--- src/inc/sdw_pkg.sv ---
// Purpose: shared constants for the serial dac write decoder
// Assumes: 16-bit frames, msb first, data sampled on rising serial clock
// Notes:   field positions are frame bit indices
package sdw_pkg;
    localparam int FRAME_BITS     = 16;
    localparam int CODE_BITS      = 12;
    localparam int BIT_IGNORE     = 15;
    localparam int BIT_BUFFERED   = 14;
    localparam int BIT_GAIN_N     = 13;
    localparam int BIT_ACTIVE_N   = 12;
    localparam int CODE_MSB       = 11;
    localparam int RES_12         = 12;
    localparam int RES_10         = 10;
    localparam int RES_8          = 8;
    // power-on values of the output register: shutdown, 2x gain, unbuffered
    localparam logic RST_BUFFERED = 1'b0;
    localparam logic RST_GAIN_N   = 1'b0;
    localparam logic RST_ACTIVE   = 1'b0;
    localparam logic [11:0] RST_CODE = 12'h000;
    localparam int SYNC_STAGES    = 2;
endpackage

--- src/sdw_sync.sv ---
// Purpose: two-flop synchroniser for one input pin
// Assumes: reset value given by parameter
// Notes:   first stage is read only by the second
`timescale 1ns/1ps
`default_nettype none
module sdw_sync #(
    parameter logic RST_VAL = 1'b0
) (
    // clock and control
    input  wire logic i_clk,
    input  wire logic i_reset,
    input  wire logic i_ce,
    // pin in, synchronised out
    input  wire logic i_async,
    output var  logic o_sync
);
    logic meta;
    logic next_meta;
    logic next_sync;

    always_comb begin
        next_meta = meta;
        next_sync = o_sync;
        if (i_reset) begin
            next_meta = RST_VAL;
            next_sync = RST_VAL;
        end else if (i_ce) begin
            next_meta = i_async;
            next_sync = meta;
        end
    end

    always_ff @(posedge i_clk) begin
        meta   <= next_meta;
        o_sync <= next_sync;
    end
endmodule
`default_nettype wire

--- src/sdw_decoder.sv ---
// Purpose: write-only serial command decoder for a single-channel dac
// Assumes: pins are asynchronous; serial clock much slower than i_clk
// Notes:   no readback path exists; outputs feed the analog stage
//          serial clock halves and chip select high time must span three clocks or more
`timescale 1ns/1ps
`default_nettype none
module sdw_decoder
    import sdw_pkg::*;
#(
    parameter int RESOLUTION = sdw_pkg::RES_12
) (
    // clock, reset, enable
    input  wire logic                        i_clk,
    input  wire logic                        i_reset,
    input  wire logic                        i_ce,
    // serial link pins
    input  wire logic                        i_cs_n,
    input  wire logic                        i_sck,
    input  wire logic                        i_sdi,
    input  wire logic                        i_output_load_n,
    // analog stage controls
    output var  logic                        o_ref_buffered,
    output var  logic                        o_gain_select_n,
    output var  logic                        o_output_active,
    output var  logic [sdw_pkg::CODE_BITS-1:0] o_dac_code,
    output var  logic                        o_output_update
);
    import sdw_pkg::*;

    // only the three supported resolutions have a code mask
    if (RESOLUTION != RES_12 && RESOLUTION != RES_10 && RESOLUTION != RES_8) begin : g_bad_resolution
        $error("RESOLUTION must be 8, 10 or 12");
    end

    localparam int CNT_W = 5;
    localparam logic [CNT_W-1:0] FULL_CNT = CNT_W'(FRAME_BITS);

    // synchronised pins
    logic cs_n_s;
    logic sck_s;
    logic sdi_s;
    logic load_n_s;

    // reset values match the idle pin levels so no false edge follows reset
    sdw_sync #(
        .RST_VAL (1'b1)
    ) u_sync_cs (
        .i_clk   (i_clk),
        .i_reset (i_reset),
        .i_ce    (i_ce),
        .i_async (i_cs_n),
        .o_sync  (cs_n_s)
    );
    sdw_sync #(
        .RST_VAL (1'b0)
    ) u_sync_sck (
        .i_clk   (i_clk),
        .i_reset (i_reset),
        .i_ce    (i_ce),
        .i_async (i_sck),
        .o_sync  (sck_s)
    );
    sdw_sync #(
        .RST_VAL (1'b0)
    ) u_sync_sdi (
        .i_clk   (i_clk),
        .i_reset (i_reset),
        .i_ce    (i_ce),
        .i_async (i_sdi),
        .o_sync  (sdi_s)
    );
    sdw_sync #(
        .RST_VAL (1'b1)
    ) u_sync_load (
        .i_clk   (i_clk),
        .i_reset (i_reset),
        .i_ce    (i_ce),
        .i_async (i_output_load_n),
        .o_sync  (load_n_s)
    );

    // receiver state
    logic                  sck_d;
    logic                  cs_n_d;
    logic [FRAME_BITS-1:0] shift;
    logic [CNT_W-1:0]      bit_cnt;
    // input register
    logic                  in_valid;
    logic                  in_buffered;
    logic                  in_gain_n;
    logic                  in_active;
    logic [CODE_BITS-1:0]  in_code;

    logic                  next_sck_d;
    logic                  next_cs_n_d;
    logic [FRAME_BITS-1:0] next_shift;
    logic [CNT_W-1:0]      next_bit_cnt;
    logic                  next_in_valid;
    logic                  next_in_buffered;
    logic                  next_in_gain_n;
    logic                  next_in_active;
    logic [CODE_BITS-1:0]  next_in_code;
    logic                  next_ref_buffered;
    logic                  next_gain_select_n;
    logic                  next_output_active;
    logic [CODE_BITS-1:0]  next_dac_code;
    logic                  next_output_update;

    logic sck_rise;
    logic cs_rise;
    logic frame_ok;
    logic [CODE_BITS-1:0] masked_code;

    assign sck_rise = sck_s & ~sck_d & ~cs_n_s;
    assign cs_rise  = cs_n_s & ~cs_n_d;
    assign frame_ok = cs_rise && (bit_cnt == FULL_CNT) && !shift[BIT_IGNORE];
    // unused low bits are cleared so the code stays left-justified
    assign masked_code = shift[CODE_MSB:0] &
                         ~(CODE_BITS'((1 << (CODE_BITS - RESOLUTION)) - 1));

    // receiver: edge detectors, shift register and bit counter
    always_comb begin
        next_sck_d   = sck_d;
        next_cs_n_d  = cs_n_d;
        next_shift   = shift;
        next_bit_cnt = bit_cnt;
        if (i_reset) begin
            next_sck_d   = 1'b0;
            next_cs_n_d  = 1'b1;
            next_shift   = '0;
            next_bit_cnt = '0;
        end else if (i_ce) begin
            next_sck_d  = sck_s;
            next_cs_n_d = cs_n_s;
            // shift only while selected and below sixteen bits
            if (cs_n_s) begin
                next_bit_cnt = '0;
            end else if (sck_rise && bit_cnt != FULL_CNT) begin
                next_shift   = {shift[FRAME_BITS-2:0], sdi_s};
                next_bit_cnt = bit_cnt + CNT_W'(1);
            end
        end
    end

    always_ff @(posedge i_clk) begin
        sck_d   <= next_sck_d;
        cs_n_d  <= next_cs_n_d;
        shift   <= next_shift;
        bit_cnt <= next_bit_cnt;
    end

    // input register loads only on a good frame
    always_comb begin
        next_in_valid    = in_valid;
        next_in_buffered = in_buffered;
        next_in_gain_n   = in_gain_n;
        next_in_active   = in_active;
        next_in_code     = in_code;
        if (i_reset) begin
            next_in_valid    = 1'b0;
            next_in_buffered = RST_BUFFERED;
            next_in_gain_n   = RST_GAIN_N;
            next_in_active   = RST_ACTIVE;
            next_in_code     = RST_CODE;
        end else if (i_ce && frame_ok) begin
            next_in_valid    = 1'b1;
            next_in_buffered = shift[BIT_BUFFERED];
            next_in_gain_n   = shift[BIT_GAIN_N];
            next_in_active   = shift[BIT_ACTIVE_N];
            next_in_code     = masked_code;
        end
    end

    always_ff @(posedge i_clk) begin
        in_valid    <= next_in_valid;
        in_buffered <= next_in_buffered;
        in_gain_n   <= next_in_gain_n;
        in_active   <= next_in_active;
        in_code     <= next_in_code;
    end

    // output register: level-sensitive transfer, a held-low load tracks each new frame
    always_comb begin
        next_ref_buffered  = o_ref_buffered;
        next_gain_select_n = o_gain_select_n;
        next_output_active = o_output_active;
        next_dac_code      = o_dac_code;
        next_output_update = 1'b0;
        if (i_reset) begin
            next_ref_buffered  = RST_BUFFERED;
            next_gain_select_n = RST_GAIN_N;
            next_output_active = RST_ACTIVE;
            next_dac_code      = RST_CODE;
        end else if (i_ce && !load_n_s && in_valid) begin
            next_ref_buffered  = in_buffered;
            next_gain_select_n = in_gain_n;
            next_output_active = in_active;
            next_dac_code      = in_code;
            // pulse only on a real change, so a held load gives one pulse per new frame that changes an output
            next_output_update = (in_buffered != o_ref_buffered) ||
                                 (in_gain_n != o_gain_select_n) ||
                                 (in_active != o_output_active) ||
                                 (in_code != o_dac_code);
        end
    end

    always_ff @(posedge i_clk) begin
        o_ref_buffered  <= next_ref_buffered;
        o_gain_select_n <= next_gain_select_n;
        o_output_active <= next_output_active;
        o_dac_code      <= next_dac_code;
        o_output_update <= next_output_update;
    end
endmodule
`default_nettype wire

--- config.mk ---
export PLATFORM = sky130hd
export DESIGN_NAME = sdw_decoder
export DESIGN_NICKNAME = d
export VERILOG_FILES = /design/src/inc/sdw_pkg.sv /design/src/sdw_sync.sv /design/src/sdw_decoder.sv
export SDC_FILE = /design/constraint.sdc
export NUM_CORES = 1
export LEC_CHECK = 0
export BUFFER_PORTS_ARGS = -buffer_cell sky130_fd_sc_hd__buf_2
export CORE_MARGIN = 10
export CORE_UTILIZATION = 45
export DETAILED_ROUTE_END_ITERATION = 7
export GPL_TIMING_DRIVEN = 0
export PLACE_DENSITY_LB_ADDON = 0.12
export REMOVE_ABC_BUFFERS = 1
export SLEW_MARGIN = 20
export SYNTH_ARGS = -nofsm -noshare
export SYNTH_HDL_FRONTEND = slang
export SYNTH_SLANG_ARGS = --single-unit
--- constraint.sdc ---
create_clock -name i_clk -period 2.25 [get_ports i_clk]
set_clock_uncertainty 0.15 [all_clocks]
set_input_delay 0.225 -clock i_clk [delete_from_list [all_inputs] [get_ports i_clk]]
set_output_delay 0.225 -clock i_clk [all_outputs]
set_load 0.005 [all_outputs]
== Word level (Yosys, flattened, before mapping) ==
Cells that the tools add are included.

* Add/subtract/negate cells: 1
* Equality and inequality tests: 6
* Mux-type cells: 2
* Bitwise gates (word level): 7
* Reductions and logical operators: 15

{| class="wikitable"
|+ Operators by type and width
! cell !! count
|-
| 12-bit != test || 1
|-
| 5-bit two-way mux || 2
|-
| 1-bit logical AND || 6
|-
| 5-bit by 1-bit adder with 5-bit output (second input constant) || 1
|-
| 5-bit equality test (second input constant) || 1
|-
| 5-bit != test (second input constant) || 1
|-
| 1-bit inverter || 4
|-
| 1-bit bitwise AND || 3
|-
| 1-bit logical OR || 3
|-
| 1-bit != test || 3
|-
| 3-bit AND reduction || 1
|-
| 1-bit logical NOT || 2
|-
| 2-bit AND reduction || 1
|-
| 2-bit nonzero test || 1
|-
| 2-bit OR reduction || 1
|}

* Register bits after elaboration: 63
* Input port bits: 7
* Output and inout port bits: 16
* Logic and storage cells: 53

== Depth between registers and ports, before layout ==
* Depth in word-level cells: 6
* Depth in mapped cells: 8
* Depth with buffers taken out: 6

== Hierarchy ==
From an unflattened synthesis, not the netlist that was laid out.

* Cell total of the unflattened synthesis: 260
* Area, all modules: 2496.1 sq um

{| class="wikitable"
|+ Modules (own cells, without submodules)
! module !! instances !! cells an instance !! area an instance (sq um) !! seq. area each (sq um)
|-
| sdw_decoder || 1 || 236 || 2220.9 || 1101.1
|-
| sdw_sync at u_sync_cs ... || 2 || 6 || 70.1 || 40.0
|-
| sdw_sync at u_sync_sck ... || 2 || 6 || 67.6 || 40.0
|}

== Worst setup path after synthesis ==
No wires, ideal clock.

* Kind: register to register
* Start point: register bit_cnt[0]
* End point: register shift[10]
* Setup time: 0.128 ns
* Data arrival time: 1.710 ns
* Data required time: 1.972 ns
* Setup slack: 0.263 ns
* Cell stages (with the launch flop): 9
* Buffers on the path: 2
* Period minus slack after synthesis: 1.987 ns
* Path through: dfxtp_1 inv_1 ha_1 and4bb_2 nor4_1 buf_2 buf_4 mux2i_1 nor2_1

* Longest elaborated chain between the ends: 3

{| class="wikitable"
|+ RTL lines
! what !! RTL line !! text
|-
| start: declaration || sdw_decoder.sv:86 || <nowiki>logic [CNT_W-1:0] bit_cnt;</nowiki>
|-
| start signal: assignment || sdw_decoder.sv:149 || <nowiki>bit_cnt <= next_bit_cnt;</nowiki>
|-
| 5-bit != test || sdw_decoder.sv:138 || <nowiki>end else if (sck_rise && bit_cnt != FULL_CNT) begin</nowiki>
|-
| 1-bit logical AND || sdw_decoder.sv:138 ||
|-
| 3-bit AND reduction (no source line) || -- ||
|-
| end signal: assignment || sdw_decoder.sv:148 || <nowiki>shift <= next_shift;</nowiki>
|-
| end: declaration || sdw_decoder.sv:85 || <nowiki>logic [FRAME_BITS-1:0] shift;</nowiki>
|}

Every way passes these cells.
A chain may end at the register's enable or synchronous reset.

== Worst setup path in the final report ==
* Start point: register bit_cnt[0]
* End point: register shift[13]

The elaborated chain is that of the path after synthesis.

==> out/results.ini <==
[pwr]
pwr_density_cell_nw_per_um2 = 789
p_leak_nw = 1.28
ir_worst_vdd_v = 0.000557
fin_total_pwr_w = 0.00232

[global_routing]
grt_antenna_before_repair = 0
grt_pass1_wl_microns = 8160
grt_pass1_vias = 1706
grt_use_total = 0.115
grt_max_degree = 67
overflow = 0

[sta]
fmax_ghz = 0.478
holdWs_ns = 0.206
fin_tns_setup_ns = 0
finalSetupViolations = 0
fin_crit_ns = 2.09
fin_crit_sh = 0.929
final_hold_viol_count = 0
max_slew_margin = 0.502
tightestPinTransition_ns = 0.743
rsz0062_at_grt = no
drv_slew = 0

[setup_path]
timing.rr.start = bit_cnt[0]
cp-start-kind = register
cp.depth = 8
cp.arrival_ns = 2.14
r2r_end = shift[13]
crit_chain = inv_1 > ha_1 > and4bb_2 > nor4_4 > buf_4 > buf_2 > mux2i_1 > nor2_1
ff2ff_path_depth = 8
endpoint = shift[13]
critPathLaunch = bit_cnt[0]
cp_data_required_time_ns = 2.30
worst_setup_path_end_kind = register
crit_family = simple AND/OR/NAND/NOR gates
path_max_fanout = 5
crit_path_top_delay_cell = dfxtp_1
max_stage_delay_ns = 0.39
reg2reg_slack_ns = 0.16
setup.worst_path.class = reg -> reg
path_buf_inv = 3

[worst_hold_path]
hp-class = in -> reg

[clocking]
clkSlewWorstSetupHoldPaths_ns = 0.06
clock_sinks = 63
cts-buffers-inserted = 9
htree_levels = 3
cts_tree = yes
cts-root-buf = clkbuf_8
insertion_delay_ns = 0.34
cts.path.max_buffers = 2

[layout]
mostFrequentLayoutCells = dfxtp_1 (63), nand2_1 (37), nor2_1 (37), mux2i_1 (35), buf_2 (22)
layout_commonest_cell = dfxtp_1
ff_latch_area_sq_um = 1260
area.growth.synth_to_final_pct = 16.1
multi_input_area_sq_um = 1160
drive_above_1_share = 0.164
fill_cells = 555
nets = 297
layoutNonFillerInstCount = 364
antennaDiodeCount = 0

[placed_design]
dpl.cell_count = 345
globalplace.congestion = 0.743
port_buffers = 22
hpwl_microns = 3170

[detailed_routing]
wl_per_cell_microns = 13.4
ant_nets = 0
drt-initial-drc-count = 107
drt-total-wl_microns = 4890
drt_first_pass_iters = 4
drcViolationCount = 0
vias_per_cell = 4.91
num_vias = 1788

[yosys]
synthCells = 262
synth_seq_cells = 63
synthDistinctLibCells = 34
synth.avg_cell_area_sq_um = 9.67
yosys_warnings = 0
syn_area_sq_um = 2530
yosysSeqAreaShare = 0.498

[floorplan]
die_x_microns = 95.0
initial_core_util = 0.463
fp.dieH_microns = 95.0
num_rows = 27
core_area_sq_um = 5470
die-area_sq_um = 9030
io_pins = 23

[run_status]
status = finished, final reports clean

[job]
maxCapViolCount = 0

stage by stage:
stage                util  area [sq um]  worst slack (ns)
finish              0.537          2940             0.159
global route        0.537          2940            0.0437
CTS                 0.537          2940           0.00359
detailed placement  0.486          2660            -0.231
global placement    0.479          2620             -2.55
floorplan               -          2420             -1.56
flip-flops by register name, summed over array words and instances, names as in the netlist, 5 cells and up:
name        flops
bit_cnt         5
in_code        12
shift          16
o_dac_code     12
power breakdown:
group | leakage, nW | internal, W | switching [W] | total, W
registers | 0.509 | 0.00113 | 0.00000734 | 0.00113
logic | 0.654 | 0.0000224 | 0.0000352 | 0.0000576
clock network | 0.113 | 0.000729 | 0.000401 | 0.00113
total | 1.28 | 0.00188 | 0.000444 | 0.00232
cell type report:
cell class | instances | share of cell area
clock inverter | 4 | 0.0323
sequential | 63 | 0.429
multi-input combinational | 179 | 0.396
inverter | 5 | 0.00638
tap | 72 | 0.0306
clock buffer | 11 | 0.0447
timing repair buffer | 30 | 0.0613
worst min-delay path: stages:
cell	delay, ns
buf_2	0.21
mux2i_1	0.15
nor2_1	0.07
worst min-delay path by stage:
stage,startpoint,endpoint,slack (ns),cells past startpoint
finish,i_ce,u_sync_sck.meta,0.21,3
global route,i_ce,u_sync_sck.o_sync,0.21,3
CTS,i_ce,u_sync_sck.meta,0.19,3
detailed placement,i_output_load_n,u_sync_load.meta,0.29,2
global placement,i_cs_n,u_sync_cs.meta,0.29,2
floorplan,i_reset,bit_cnt[1],0.14,1
layer usage:
metal,wire length [microns],part of all wire,vias to the layer above,global-route usage
li1,-,-,933,-
met2,2140,0.44,26,0.170
met4,44,0.0090,0,0.0374
met5,0,0,-,0
met1,2510,0.51,823,0.150
met3,200,0.041,6,0.0471
cells by family (layout without fill, tap and decap cells):
group,after synthesis,in the layout,synth area share
adders and majority gates,2,2,0.00988
AOI/OAI and AO/OA,27,27,0.0657
DFF,63,63,0.498
buffers and inverters,20,50,0.0519
xor gates and xnor gates,16,16,0.0553
and+or+nand+nor,97,97,0.172
muxes,37,37,0.147
cell usage after synthesis (all sizes together):
cell         instances  share of area
a2111oi              1         0.0035
a211o                4          0.014
a21oi               19          0.038
a311o                1         0.0040
a311oi               1         0.0035
and2                 2         0.0049
and2b                2         0.0069
and3b                1         0.0035
and4bb               1         0.0049
buf                  6          0.021
clkbuf               8          0.020
dfxtp               63           0.50
dlygate4sd1          1         0.0035
ha                   2         0.0099
inv                  5         0.0074
mux2                 2         0.0089
mux2i               35           0.14
nand2               37          0.055
nand3b               1         0.0030
nand4                3         0.0074
nor2                37          0.055
nor2b                2         0.0049
nor3                 4         0.0079
nor4                 4         0.0099
o32ai                1         0.0035
or2                  1         0.0025
or3                  1         0.0025
or4b                 1         0.0040
xnor2                5          0.017
xor2                11          0.038
repair_timing:
action | 4_1_cts | 5_1_grt
hold endpoints to repair | 4 | 0
buffers inserted | 0 | 1
hold buffers | 4 | 0
pin swaps | 1 | 1
gates resized for setup | 2 | 0
endpoints found under the setup margin | 30 | 5
Note: power is estimated with default switching activity, not from simulation.
